`src/core/cmpu_pkg.sv`:
```
// constants and types shared by the memory protection unit
package cmpu_pkg;

  // ***********************************
  // widths and counts
  // ***********************************
  localparam int CMPU_AW = 32;
  localparam int CMPU_SETS = 2;
  localparam int CMPU_DRANGES = 4;
  localparam int CMPU_CRANGES = 2;
  localparam int CMPU_WORDS_N = 14;

  typedef logic [CMPU_AW-1:0] cmpu_word_t;
  typedef logic [3:0] cmpu_idx_t;
  typedef logic [2:0] cmpu_class_t;

  // ***********************************
  // word layout of one protection set
  // ***********************************
  localparam int CMPU_IDX_DBND = 0;
  localparam int CMPU_IDX_CBND = 8;
  localparam int CMPU_IDX_DMODE = 12;
  localparam int CMPU_IDX_CMODE = 13;
  localparam cmpu_idx_t CMPU_WORDS = 4'hE;

  // ***********************************
  // mode register fields
  // ***********************************
  localparam int CMPU_DMODE_STRIDE = 2;
  localparam int CMPU_DMODE_RD = 0;
  localparam int CMPU_DMODE_WR = 1;
  localparam int CMPU_CMODE_STRIDE = 1;
  localparam int CMPU_CMODE_EX = 0;

  // ***********************************
  // trap class bits and reset value
  // ***********************************
  localparam int CMPU_CLS_FETCH = 0;
  localparam int CMPU_CLS_READ = 1;
  localparam int CMPU_CLS_WRITE = 2;
  localparam cmpu_word_t CMPU_WORD_RST = 32'h0000_0000;

endpackage

```
`src/core/cmpu_cfg_if.sv`:
```
// carrier between the protection register store and the checker
`timescale 1ns/1ps
interface cmpu_cfg_if;
  import cmpu_pkg::*;
  logic we;
  logic set;
  cmpu_idx_t idx;
  cmpu_word_t wdata;
  cmpu_word_t words [CMPU_SETS][CMPU_WORDS_N];

  modport regs (
    input we,
    input set,
    input idx,
    input wdata,
    output words
  );
  modport chk (
    output we,
    output set,
    output idx,
    output wdata,
    input words
  );
endinterface

```
`src/core/cmpu_prot_regs.sv`:
```
// storage for both protection register sets
`timescale 1ns/1ps
module cmpu_prot_regs (
  input wire logic clk,
  input wire logic reset,
  cmpu_cfg_if.regs cfg
);
  import cmpu_pkg::*;

  cmpu_word_t mem_r [CMPU_SETS][CMPU_WORDS_N];
  cmpu_word_t mem_nxt [CMPU_SETS][CMPU_WORDS_N];

  // ***********************************
  // write port
  // ***********************************
  always_comb begin
    mem_nxt = mem_r;
    if (cfg.we && (cfg.idx < CMPU_WORDS)) begin
      mem_nxt[cfg.set][cfg.idx] = cfg.wdata;
    end
  end

  always_ff @(posedge clk) begin
    if (reset) begin
      for (int s = 0; s < CMPU_SETS; s++) begin
        for (int w = 0; w < CMPU_WORDS_N; w++) begin
          mem_r[s][w] <= CMPU_WORD_RST;
        end
      end
    end else begin
      mem_r <= mem_nxt;
    end
  end

  assign cfg.words = mem_r;

endmodule

```
`src/core/cmpu_protection_unit.sv`:
```
// memory protection checker for code fetches and data accesses
// How it works
// - two independent protection sets, 0 and 1, each cover code and data.
// - the status word set-select field picks the set that checks accesses.
// - each set has a data part for data accesses and a code part for fetches.
// - the data part holds four ranges, each with its own mode.
// - the code part holds two ranges for fetch protection.
// - each range is bounded by a pair of registers, lower and upper.
// - each part has one mode register giving the modes of its ranges.
// - read and write permission are judged separately for each data range.
// - an illegal access raises a trap toward the trap handler routine.
// - an illegal access is also signalled to the debug unit with its address; the data address wins when fetch and data both trap in one cycle.
`timescale 1ns/1ps
module cmpu_protection_unit (
  input wire logic clk,
  input wire logic reset,
  input wire logic cfg_we,
  input wire logic cfg_set,
  input wire cmpu_pkg::cmpu_idx_t cfg_idx,
  input wire cmpu_pkg::cmpu_word_t cfg_wdata,
  input wire logic status_word_protection_set_select,
  input wire logic fetch_req,
  input wire cmpu_pkg::cmpu_word_t fetch_addr,
  input wire logic data_req,
  input wire logic data_we,
  input wire cmpu_pkg::cmpu_word_t data_addr,
  input wire cmpu_pkg::cmpu_word_t data_wdata,
  output logic mem_fetch_req,
  output cmpu_pkg::cmpu_word_t mem_fetch_addr,
  output logic mem_data_req,
  output logic mem_data_we,
  output cmpu_pkg::cmpu_word_t mem_data_addr,
  output cmpu_pkg::cmpu_word_t mem_data_wdata,
  output logic trap_handler_routine_req,
  output cmpu_pkg::cmpu_class_t trap_class,
  output logic dbg_illegal,
  output cmpu_pkg::cmpu_word_t dbg_addr
);
  import cmpu_pkg::*;

  function automatic logic cmpu_in_range(
    input cmpu_word_t a,
    input cmpu_word_t lo,
    input cmpu_word_t hi
  );
    return (a >= lo) && (a < hi);
  endfunction

  // ***********************************
  // register store
  // ***********************************
  cmpu_cfg_if cfg ();

  assign cfg.we = cfg_we;
  assign cfg.set = cfg_set;
  assign cfg.idx = cfg_idx;
  assign cfg.wdata = cfg_wdata;

  cmpu_prot_regs u_regs (
    .clk(clk),
    .reset(reset),
    .cfg(cfg)
  );

  // ***********************************
  // range decode of the active set
  // ***********************************
  cmpu_word_t act [CMPU_WORDS_N];
  cmpu_word_t dmode;
  cmpu_word_t cmode;
  logic [CMPU_DRANGES-1:0] d_hit;
  logic [CMPU_DRANGES-1:0] d_rd_ok;
  logic [CMPU_DRANGES-1:0] d_wr_ok;
  logic [CMPU_CRANGES-1:0] c_hit;
  logic [CMPU_CRANGES-1:0] c_ok;
  logic data_legal;
  logic fetch_legal;

  assign act = cfg.words[status_word_protection_set_select];
  assign dmode = act[CMPU_IDX_DMODE];
  assign cmode = act[CMPU_IDX_CMODE];

  for (genvar k = 0; k < CMPU_DRANGES; k++) begin : g_data
    assign d_hit[k] = cmpu_in_range(data_addr,
      act[CMPU_IDX_DBND+2*k], act[CMPU_IDX_DBND+2*k+1]);
    assign d_rd_ok[k] = d_hit[k]
      & dmode[CMPU_DMODE_STRIDE*k+CMPU_DMODE_RD];
    assign d_wr_ok[k] = d_hit[k]
      & dmode[CMPU_DMODE_STRIDE*k+CMPU_DMODE_WR];
  end

  for (genvar k = 0; k < CMPU_CRANGES; k++) begin : g_code
    assign c_hit[k] = cmpu_in_range(fetch_addr,
      act[CMPU_IDX_CBND+2*k], act[CMPU_IDX_CBND+2*k+1]);
    assign c_ok[k] = c_hit[k]
      & cmode[CMPU_CMODE_STRIDE*k+CMPU_CMODE_EX];
  end

  assign data_legal = data_we ? (|d_wr_ok) : (|d_rd_ok);
  assign fetch_legal = |c_ok;

  // ***********************************
  // access forwarding and trap
  // ***********************************
  logic mem_fetch_req_r, mem_fetch_req_nxt;
  cmpu_word_t mem_fetch_addr_r, mem_fetch_addr_nxt;
  logic mem_data_req_r, mem_data_req_nxt;
  logic mem_data_we_r, mem_data_we_nxt;
  cmpu_word_t mem_data_addr_r, mem_data_addr_nxt;
  cmpu_word_t mem_data_wdata_r, mem_data_wdata_nxt;
  logic trap_r, trap_nxt;
  cmpu_class_t class_r, class_nxt;
  logic dbg_r, dbg_nxt;
  cmpu_word_t dbg_addr_r, dbg_addr_nxt;

  always_comb begin
    mem_fetch_req_nxt = fetch_req & fetch_legal;
    mem_fetch_addr_nxt = fetch_addr;
    mem_data_req_nxt = data_req & data_legal;
    mem_data_we_nxt = data_we;
    mem_data_addr_nxt = data_addr;
    mem_data_wdata_nxt = data_wdata;
    class_nxt = '0;
    class_nxt[CMPU_CLS_FETCH] = fetch_req & ~fetch_legal;
    class_nxt[CMPU_CLS_READ] = data_req & ~data_we & ~data_legal;
    class_nxt[CMPU_CLS_WRITE] = data_req & data_we & ~data_legal;
    trap_nxt = |class_nxt;
    dbg_nxt = |class_nxt;
    dbg_addr_nxt = dbg_addr_r;
    if (data_req && !data_legal) begin
      dbg_addr_nxt = data_addr;
    end else if (fetch_req && !fetch_legal) begin
      dbg_addr_nxt = fetch_addr;
    end
  end

  always_ff @(posedge clk) begin
    if (reset) begin
      mem_fetch_req_r <= 1'b0;
      mem_fetch_addr_r <= CMPU_WORD_RST;
      mem_data_req_r <= 1'b0;
      mem_data_we_r <= 1'b0;
      mem_data_addr_r <= CMPU_WORD_RST;
      mem_data_wdata_r <= CMPU_WORD_RST;
      trap_r <= 1'b0;
      class_r <= '0;
      dbg_r <= 1'b0;
      dbg_addr_r <= CMPU_WORD_RST;
    end else begin
      mem_fetch_req_r <= mem_fetch_req_nxt;
      mem_fetch_addr_r <= mem_fetch_addr_nxt;
      mem_data_req_r <= mem_data_req_nxt;
      mem_data_we_r <= mem_data_we_nxt;
      mem_data_addr_r <= mem_data_addr_nxt;
      mem_data_wdata_r <= mem_data_wdata_nxt;
      trap_r <= trap_nxt;
      class_r <= class_nxt;
      dbg_r <= dbg_nxt;
      dbg_addr_r <= dbg_addr_nxt;
    end
  end

  assign mem_fetch_req = mem_fetch_req_r;
  assign mem_fetch_addr = mem_fetch_addr_r;
  assign mem_data_req = mem_data_req_r;
  assign mem_data_we = mem_data_we_r;
  assign mem_data_addr = mem_data_addr_r;
  assign mem_data_wdata = mem_data_wdata_r;
  assign trap_handler_routine_req = trap_r;
  assign trap_class = class_r;
  assign dbg_illegal = dbg_r;
  assign dbg_addr = dbg_addr_r;

  // ***********************************
  // checks
  // ***********************************
  a_fetch_blocked: assert property (
    @(posedge clk) disable iff (reset)
    class_r[CMPU_CLS_FETCH] |-> !mem_fetch_req_r)
    else $error("trapped fetch reached memory");

  a_data_blocked: assert property (
    @(posedge clk) disable iff (reset)
    (class_r[CMPU_CLS_READ] | class_r[CMPU_CLS_WRITE]) |-> !mem_data_req_r)
    else $error("trapped data access reached memory");

  a_fetch_answered: assert property (
    @(posedge clk) disable iff (reset)
    fetch_req |=> (mem_fetch_req_r ^ class_r[CMPU_CLS_FETCH]))
    else $error("fetch neither forwarded nor trapped");

  a_data_answered: assert property (
    @(posedge clk) disable iff (reset)
    data_req |=> (mem_data_req_r
      ^ (class_r[CMPU_CLS_READ] | class_r[CMPU_CLS_WRITE])))
    else $error("data access neither forwarded nor trapped");

  a_debug_follows: assert property (
    @(posedge clk) disable iff (reset)
    trap_r |-> dbg_illegal && (class_r != '0)
      && (dbg_addr_r == ((class_r[CMPU_CLS_READ] | class_r[CMPU_CLS_WRITE])
      ? $past(data_addr) : $past(fetch_addr))))
    else $error("trap without debug indication");

  a_write_needs_mode: assert property (
    @(posedge clk) disable iff (reset)
    (mem_data_req_r && mem_data_we_r) |-> $past(|d_wr_ok))
    else $error("write forwarded without write permission");

  a_fetch_needs_mode: assert property (
    @(posedge clk) disable iff (reset)
    mem_fetch_req_r |-> $past(|c_ok)
      && (mem_fetch_addr_r == $past(fetch_addr)))
    else $error("fetch forwarded without permission");

  a_no_spurious: assert property (
    @(posedge clk) disable iff (reset)
    (!fetch_req && !data_req) |=> !trap_r && !mem_fetch_req_r
      && !mem_data_req_r)
    else $error("output without a request");

endmodule

```
`config.mk`:
```
export PLATFORM = sky130hd
export DESIGN_NAME = cmpu_protection_unit
export DESIGN_NICKNAME = d
export VERILOG_FILES = /design/src/core/cmpu_pkg.sv /design/src/core/cmpu_cfg_if.sv /design/src/core/cmpu_prot_regs.sv /design/src/core/cmpu_protection_unit.sv
export SDC_FILE = /design/constraint.sdc
export NUM_CORES = 2
export LEC_CHECK = 0
export BUFFER_PORTS_ARGS = -buffer_cell sky130_fd_sc_hd__buf_4
export CORE_MARGIN = 8
export CORE_UTILIZATION = 50
export CTS_BUF_LIST = sky130_fd_sc_hd__clkbuf_2 sky130_fd_sc_hd__clkbuf_4 sky130_fd_sc_hd__clkbuf_8
export CTS_CLUSTER_SIZE = 28
export DETAILED_ROUTE_END_ITERATION = 8
export PLACE_DENSITY = 0.75
export SETUP_SLACK_MARGIN = 0.4
export SYNTH_ARGS = -nofsm -noshare
export SYNTH_HDL_FRONTEND = slang
export SYNTH_SLANG_ARGS = --single-unit
```
`constraint.sdc`:
```
create_clock -name clk -period 5.7 [get_ports clk]
set_input_delay 0.285 -clock clk [delete_from_list [all_inputs] [get_ports clk]]
set_output_delay 0.285 -clock clk [all_outputs]
set_load 0.005 [all_outputs]
```
---- Yosys cells after proc, flatten, opt, wreduce, memory -nomap -nowiden ----
Cells that the tools add are included.
word-level totals
  flip-flop bits (word level) ............. 1,031
  word-level logic and storage cells ...... 107
  output and inout bits ................... 136
cells by class
  order comparisons ....................... 18
  reduce and logical (&&, ||, !) cells .... 18
  bitwise gates (word level) .............. 23
  multiplexer cells ....................... 11
operators with widths
  kind                  count
  $mux W448             4
  $bwmux W896           1
  $demux W448 S1        1
  $ge A32 B32 Y1        6
  $lt A32 B32 Y1        6
  $demux W32 S4         1
  $mux W32              3
  $and A1 B1 Y1         17
  $logic_and A1 B1 Y1   11
  $reduce_or A4 Y1      2
  $ge A5 B5 Y1 const B  1
  $lt A5 B1 Y1 const B  1
  $not A4 Y5            1
  $ge A2 B2 Y1 const B  2
  $lt A4 B4 Y1 const B  1
  $not A1 Y2            2
  $not A1 Y1            3
  $reduce_or A3 Y1      1
  $logic_not A1 Y1      2
  $lt A2 B1 Y1 const B  1
  $reduce_bool A2 Y1    1
  $reduce_or A2 Y1      1
  $mux W1               1

---- Longest topological paths before layout ----
  depth in word-level cells ............... 12
  gate-level depth with buffers ........... 18
  gate-level depth less buffers ........... 11

---- Hierarchy ----
A second synthesis with hierarchy kept.
second synthesis, totals
  cell total of the unflattened synthesis .. 4,816
  area total of the unflattened synthesis .. 51,035.2 µm²
modules (own cells, without submodules)
  module                times used  area an instance (µm²)  cells each  seq. area each (µm²)
  cmpu_prot_regs        1           34,393.0                3,052       17,937.2
  cmpu_protection_unit  1           16,642.2                1,764       2,702.6

---- Least setup slack after synthesis ----
No wires, ideal clock.
  path kind ............................... input to register
  start ................................... input port status_word_protection_set_select
  end ..................................... register dbg_addr_r[10], in the netlist dbg_addr[10]
  slack ................................... 1.503 ns
  data arrival time ....................... 4.111 ns
  path buffers ............................ 7
  stages .................................. 18
  setup time .............................. 0.086 ns
  required time ........................... 5.614 ns
  cell sequence ........................... buf_6 -> buf_4 -> buf_1 -> clkbuf_1 -> buf_1 -> mux2i_1 -> ha_1 -> or3_1 -> a21oi_1 -> a211oi_1 -> a2111oi_0 -> nand2_1 -> a211o_2 -> and3_4 -> buf_12 -> buf_12 -> mux2i_1 -> a211oi_1
on the way
  cells in the longest elaborated chain, start to end .. 12
  elaborated cells between the ends (all ways) .. 42
  classes of those cells .................. order compare (12); mux (5); bitwise (11); reduce/logical (14)
RTL lines
  what                                              line                                                    source
  start: declaration                                cmpu_protection_unit.sv:21                              input wire logic status_word_protection_set_select,
  $not A1 Y2 (not written as such) *                cmpu_protection_unit.sv:79                              assign act = cfg.words[status_word_protection_set_select];
  $mux W448 (not written as such) * (3 in series)   cmpu_protection_unit.sv:79
  $ge A32 B32 Y1 or $lt A32 B32 Y1 (tied branches)  cmpu_protection_unit.sv:46                              return (a >= lo) && (a < hi);
  $logic_and A1 B1 Y1                               cmpu_protection_unit.sv:46
  $and A1 B1 Y1 (on tied branches)                  cmpu_protection_unit.sv:87, cmpu_protection_unit.sv:89
  $reduce_or A4 Y1                                  cmpu_protection_unit.sv:99                              assign data_legal = data_we ? (|d_wr_ok) : (|d_rd_ok);
  $mux W1                                           cmpu_protection_unit.sv:99
  $logic_not A1 Y1                                  cmpu_protection_unit.sv:130                             if (data_req && !data_legal) begin
  $logic_and A1 B1 Y1                               cmpu_protection_unit.sv:130
  $mux W32 or $reduce_bool A2 Y1 (tied branches)    --
  end signal: assignment                            cmpu_protection_unit.sv:159                             dbg_addr_r <= dbg_addr_nxt;
  end: declaration                                  cmpu_protection_unit.sv:114                             cmpu_word_t dbg_addr_r, dbg_addr_nxt;
Every way passes the cells marked *; elsewhere a longest branch is shown, timed or not. The select of a mux whose other input is x is not followed.
A chain may end at the register's enable or synchronous reset.

---- Worst setup path in the final report ----
  start ................................... input port status_word_protection_set_select
  end ..................................... register dbg_addr_r[16], in the netlist dbg_addr[16]
The elaborated chain is that of the path after synthesis.

==> impl_results.md <==
* WL/cell at 19.9 um
* Synth Area in Adders at around 11%
* Hold WC Path Type: input port to flip-flop
* # Max-Cap Violations at 0
* Nets at 6104
* Drt first pass iters at 6
* Top cell type's share of synthesized area at 42.0%
* Rows at roughly 110
* CTS HTree Levels at 4
* Post-layout min period at roughly 3.8 ns
* Synth area leader: dfxtp_1
* Multiplexer area fraction after synthesis at 10.1%
* Setup TNS at 0 ns
* Avg Synthesized Cell Area at about 8.2 um2
* Final Max Tran Viols at 0
* Post-Syn Area at 44000 um2
* Main combinational cell family by area after synthesis: simple AND/OR/NAND/NOR gates
* Synth warn at 0
* GRT Util Overall at about a quarter
* Clock Pin Slew Worst Setup and Hold Paths at 0.06 ns
* XOR/XNOR Fraction of Synth Area at 0%
* Syn_nets at 5859
* First-pass GRT wire length at 213000 um
* Post-CTS Hold Buffers at 140
* Final Hold Viols at 0
* Largest net degree at the start of global routing at 190
* Fraction of registers with async set/reset at 0%
* Max Clock Skew at approximately 0.054 ns
* Multi-input gate area at 23900 um2
* WP data required at 6.36 ns
* Worst setup path category: input port to flip-flop
* Distinct cells, synth at 61
* Post-synth EDFFs at 0
* Final setup vio count at 0
* Fill cells at 7583
* Synth Area in Simple Gates at 18.4%
* #FFs+latches synth at slightly above 900
* Post-synthesis sequential area ratio at a little over two fifths
* Util after Layout at 58.9%
* CTS buffer count at between 150 and 200
* Crit. End Element: flip-flop
* Port Buffers at 275
* DRC Markers at 0
* Arrival time worst endpoint at 4.45 ns
* Max VDD drop at 0.216 mV
* Die Height at 313 um
* RSZ-0062 raised after global routing: false
* Vias after detailed routing at 39300
* Max Fclk at 264 MHz
* Die area at around 100000 um2
* GPL Wtd Cong at 0.885
* I/O Pins at 276
* Compound-cell area share of the yosys netlist at between 10% and 20%
* Root Driver: clkbuf_8
* Area of the core at between 80000 and 90000 um2
* Post-cts sizing count at 0
* Initial antenna violation count at 2
* CTS tree: yes
* Cells after Synth at between 5000 and 6000
* Area post-placement at 46700 um2
* Share of cells above drive strength 1 at 11.4%
* Worst skew pair latency at between 0.8 and 0.9 ns
* Drt initial violations at 3594
* Vias in the first global route at 38200
* FF/Latch Area at 18500 um2
* Tcrit/Tclk final at 66.6%
* Rel. slew slack at 24.8%
* Post-CTS setup buffers at 0
* Initial Utilization at 50.5%
* Synth top cells by count: nand2_1 (1636), dfxtp_1 (923), a21oi_1 (885)
* Synth Flop Type: dfxtp_1
* CTS sink count at 923
* Vias per cell at about 5.7
* Pwr Density at 274 nW/um2
* Longest Clk Path Bufs at 3
* Outcome: complete, no violations
* DP Wirelength at between 80000 and 90000 um
* Leakage dissipation at 0.0197 uW
* CP max FO at 56
* Final Cell Area at 51300 um2
* ANT nets after route at 0
* Ranking of synthesized cells by area: dfxtp_1 (42%), nand2_1 (14%), ha_1 (11%)
* Total grt overflow at 0
* Die Wd at around 310 um
* Drt total wl at 136000 um
* Startpoint types: input port
* Count leader, synth: nand2_1
* Area Growth Syn to Fin at 16.6%
* Worst Tran Pin Value at 1.13 ns
* Hold slack final at between 0.04 and 0.05 ns
## placed cells by master, fill, tap and decap left out, drive strengths merged, types with 32 or more instances in the layout
cell and instances:
a211oi 60, a21o 34, a21oi 885, buf 341, clkbuf 235, dfxtp 923
dlygate4sd3 140, ha 378, inv 49, mux2i 433, nand2 1636, nand4 54
nor2 129, nor2b 76, nor3 32, o211a 33, o21ai 58
## worst paths after layout
| path | from | to | slack, ns | cells past startpoint |
|---|---|---|---|---|
| worst min-delay path | reset | u_regs.cfg.words[591]$_SDFFE_PP0P_ | 0.05 | 2 |
| worst max register to register | u_regs.cfg.words[736]$_SDFFE_PP0P_ | dbg_addr[16]$_SDFFE_PP0P_ | 2.02 | 12 |
| worst max-delay path | status_word_protection_set_select | dbg_addr[16]$_SDFFE_PP0P_ | 1.91 | 14 |
| worst min register to register | u_regs.cfg.words[827]$_SDFFE_PP0P_ | u_regs.cfg.words[827]$_SDFFE_PP0P_ | 0.45 | 2 |
## critical path, stage by stage
cell and delay (ns):
buf_8 0.47, buf_4 0.48, mux2i_1 0.13, ha_1 0.20, or3_1 0.34, a221oi_1 0.19, o21ai_0 0.14, a2111oi_0 0.59
o41ai_1 0.28, nand2_1 0.10, and4_1 0.41, buf_4 0.44, o211a_1 0.22, a211oi_1 0.05
## kinds of logic after synthesis
kind of cell | count (synthesis)
AOI/OAI and AO/OA | 1159
adders and majority gates | 378
buffers and inverters | 434
DFF | 923
muxes | 444
and+or+nand+nor | 2003
## layout make-up
type	instances	share of cell area [%]
Antenna cell	5	0.0244
Inverter	43	0.315
Sequential cell	923	36.0
Clock buffer	235	5.73
Clock inverter	24	0.478
Multi-Input combinational cell	3984	46.6
Timing Repair Buffer	481	8.00
Tap cell	1155	2.82
## stage by stage
| stage | worst slack (ns) | total power (uW) | std cells |
|---|---|---|---|
| global placement | 1.19 | 7980 | 6446 |
| floorplan | 1.50 | 7470 | 5341 |
| global route | 1.79 | 14600 | 6846 |
| detailed placement | 1.09 | 8010 | 6446 |
| finish | 1.91 | 14100 | 6850 |
| CTS | 1.99 | 14100 | 6845 |
## flip-flops by register name, indices dropped and copies added, names as in the netlist
signal            flops
mem_data_addr        32
mem_fetch_req         1
mem_data_we           1
mem_data_req          1
mem_fetch_addr       32
dbg_addr             32
mem_data_wdata       32
dbg_illegal           1
trap_class            3
u_regs.cfg.words    788
## routing by layer
metal	up-vias	part of all wire [%]	GRT usage (%)
met4	0	3.4	10.1
met3	324	9.0	5.66
met5	-	0	0
met2	1700	46	43.1
met1	18600	42	35.2
li1	18700	-	-
## power breakdown
part	internal, uW	switching, uW	leakage (uW)
clock	3340	2740	0.00168
combinational	533	853	0.0105
sequential	6550	46.2	0.00748
total	10400	3640	0.0197
Note: power is estimated with default switching activity, not from simulation.
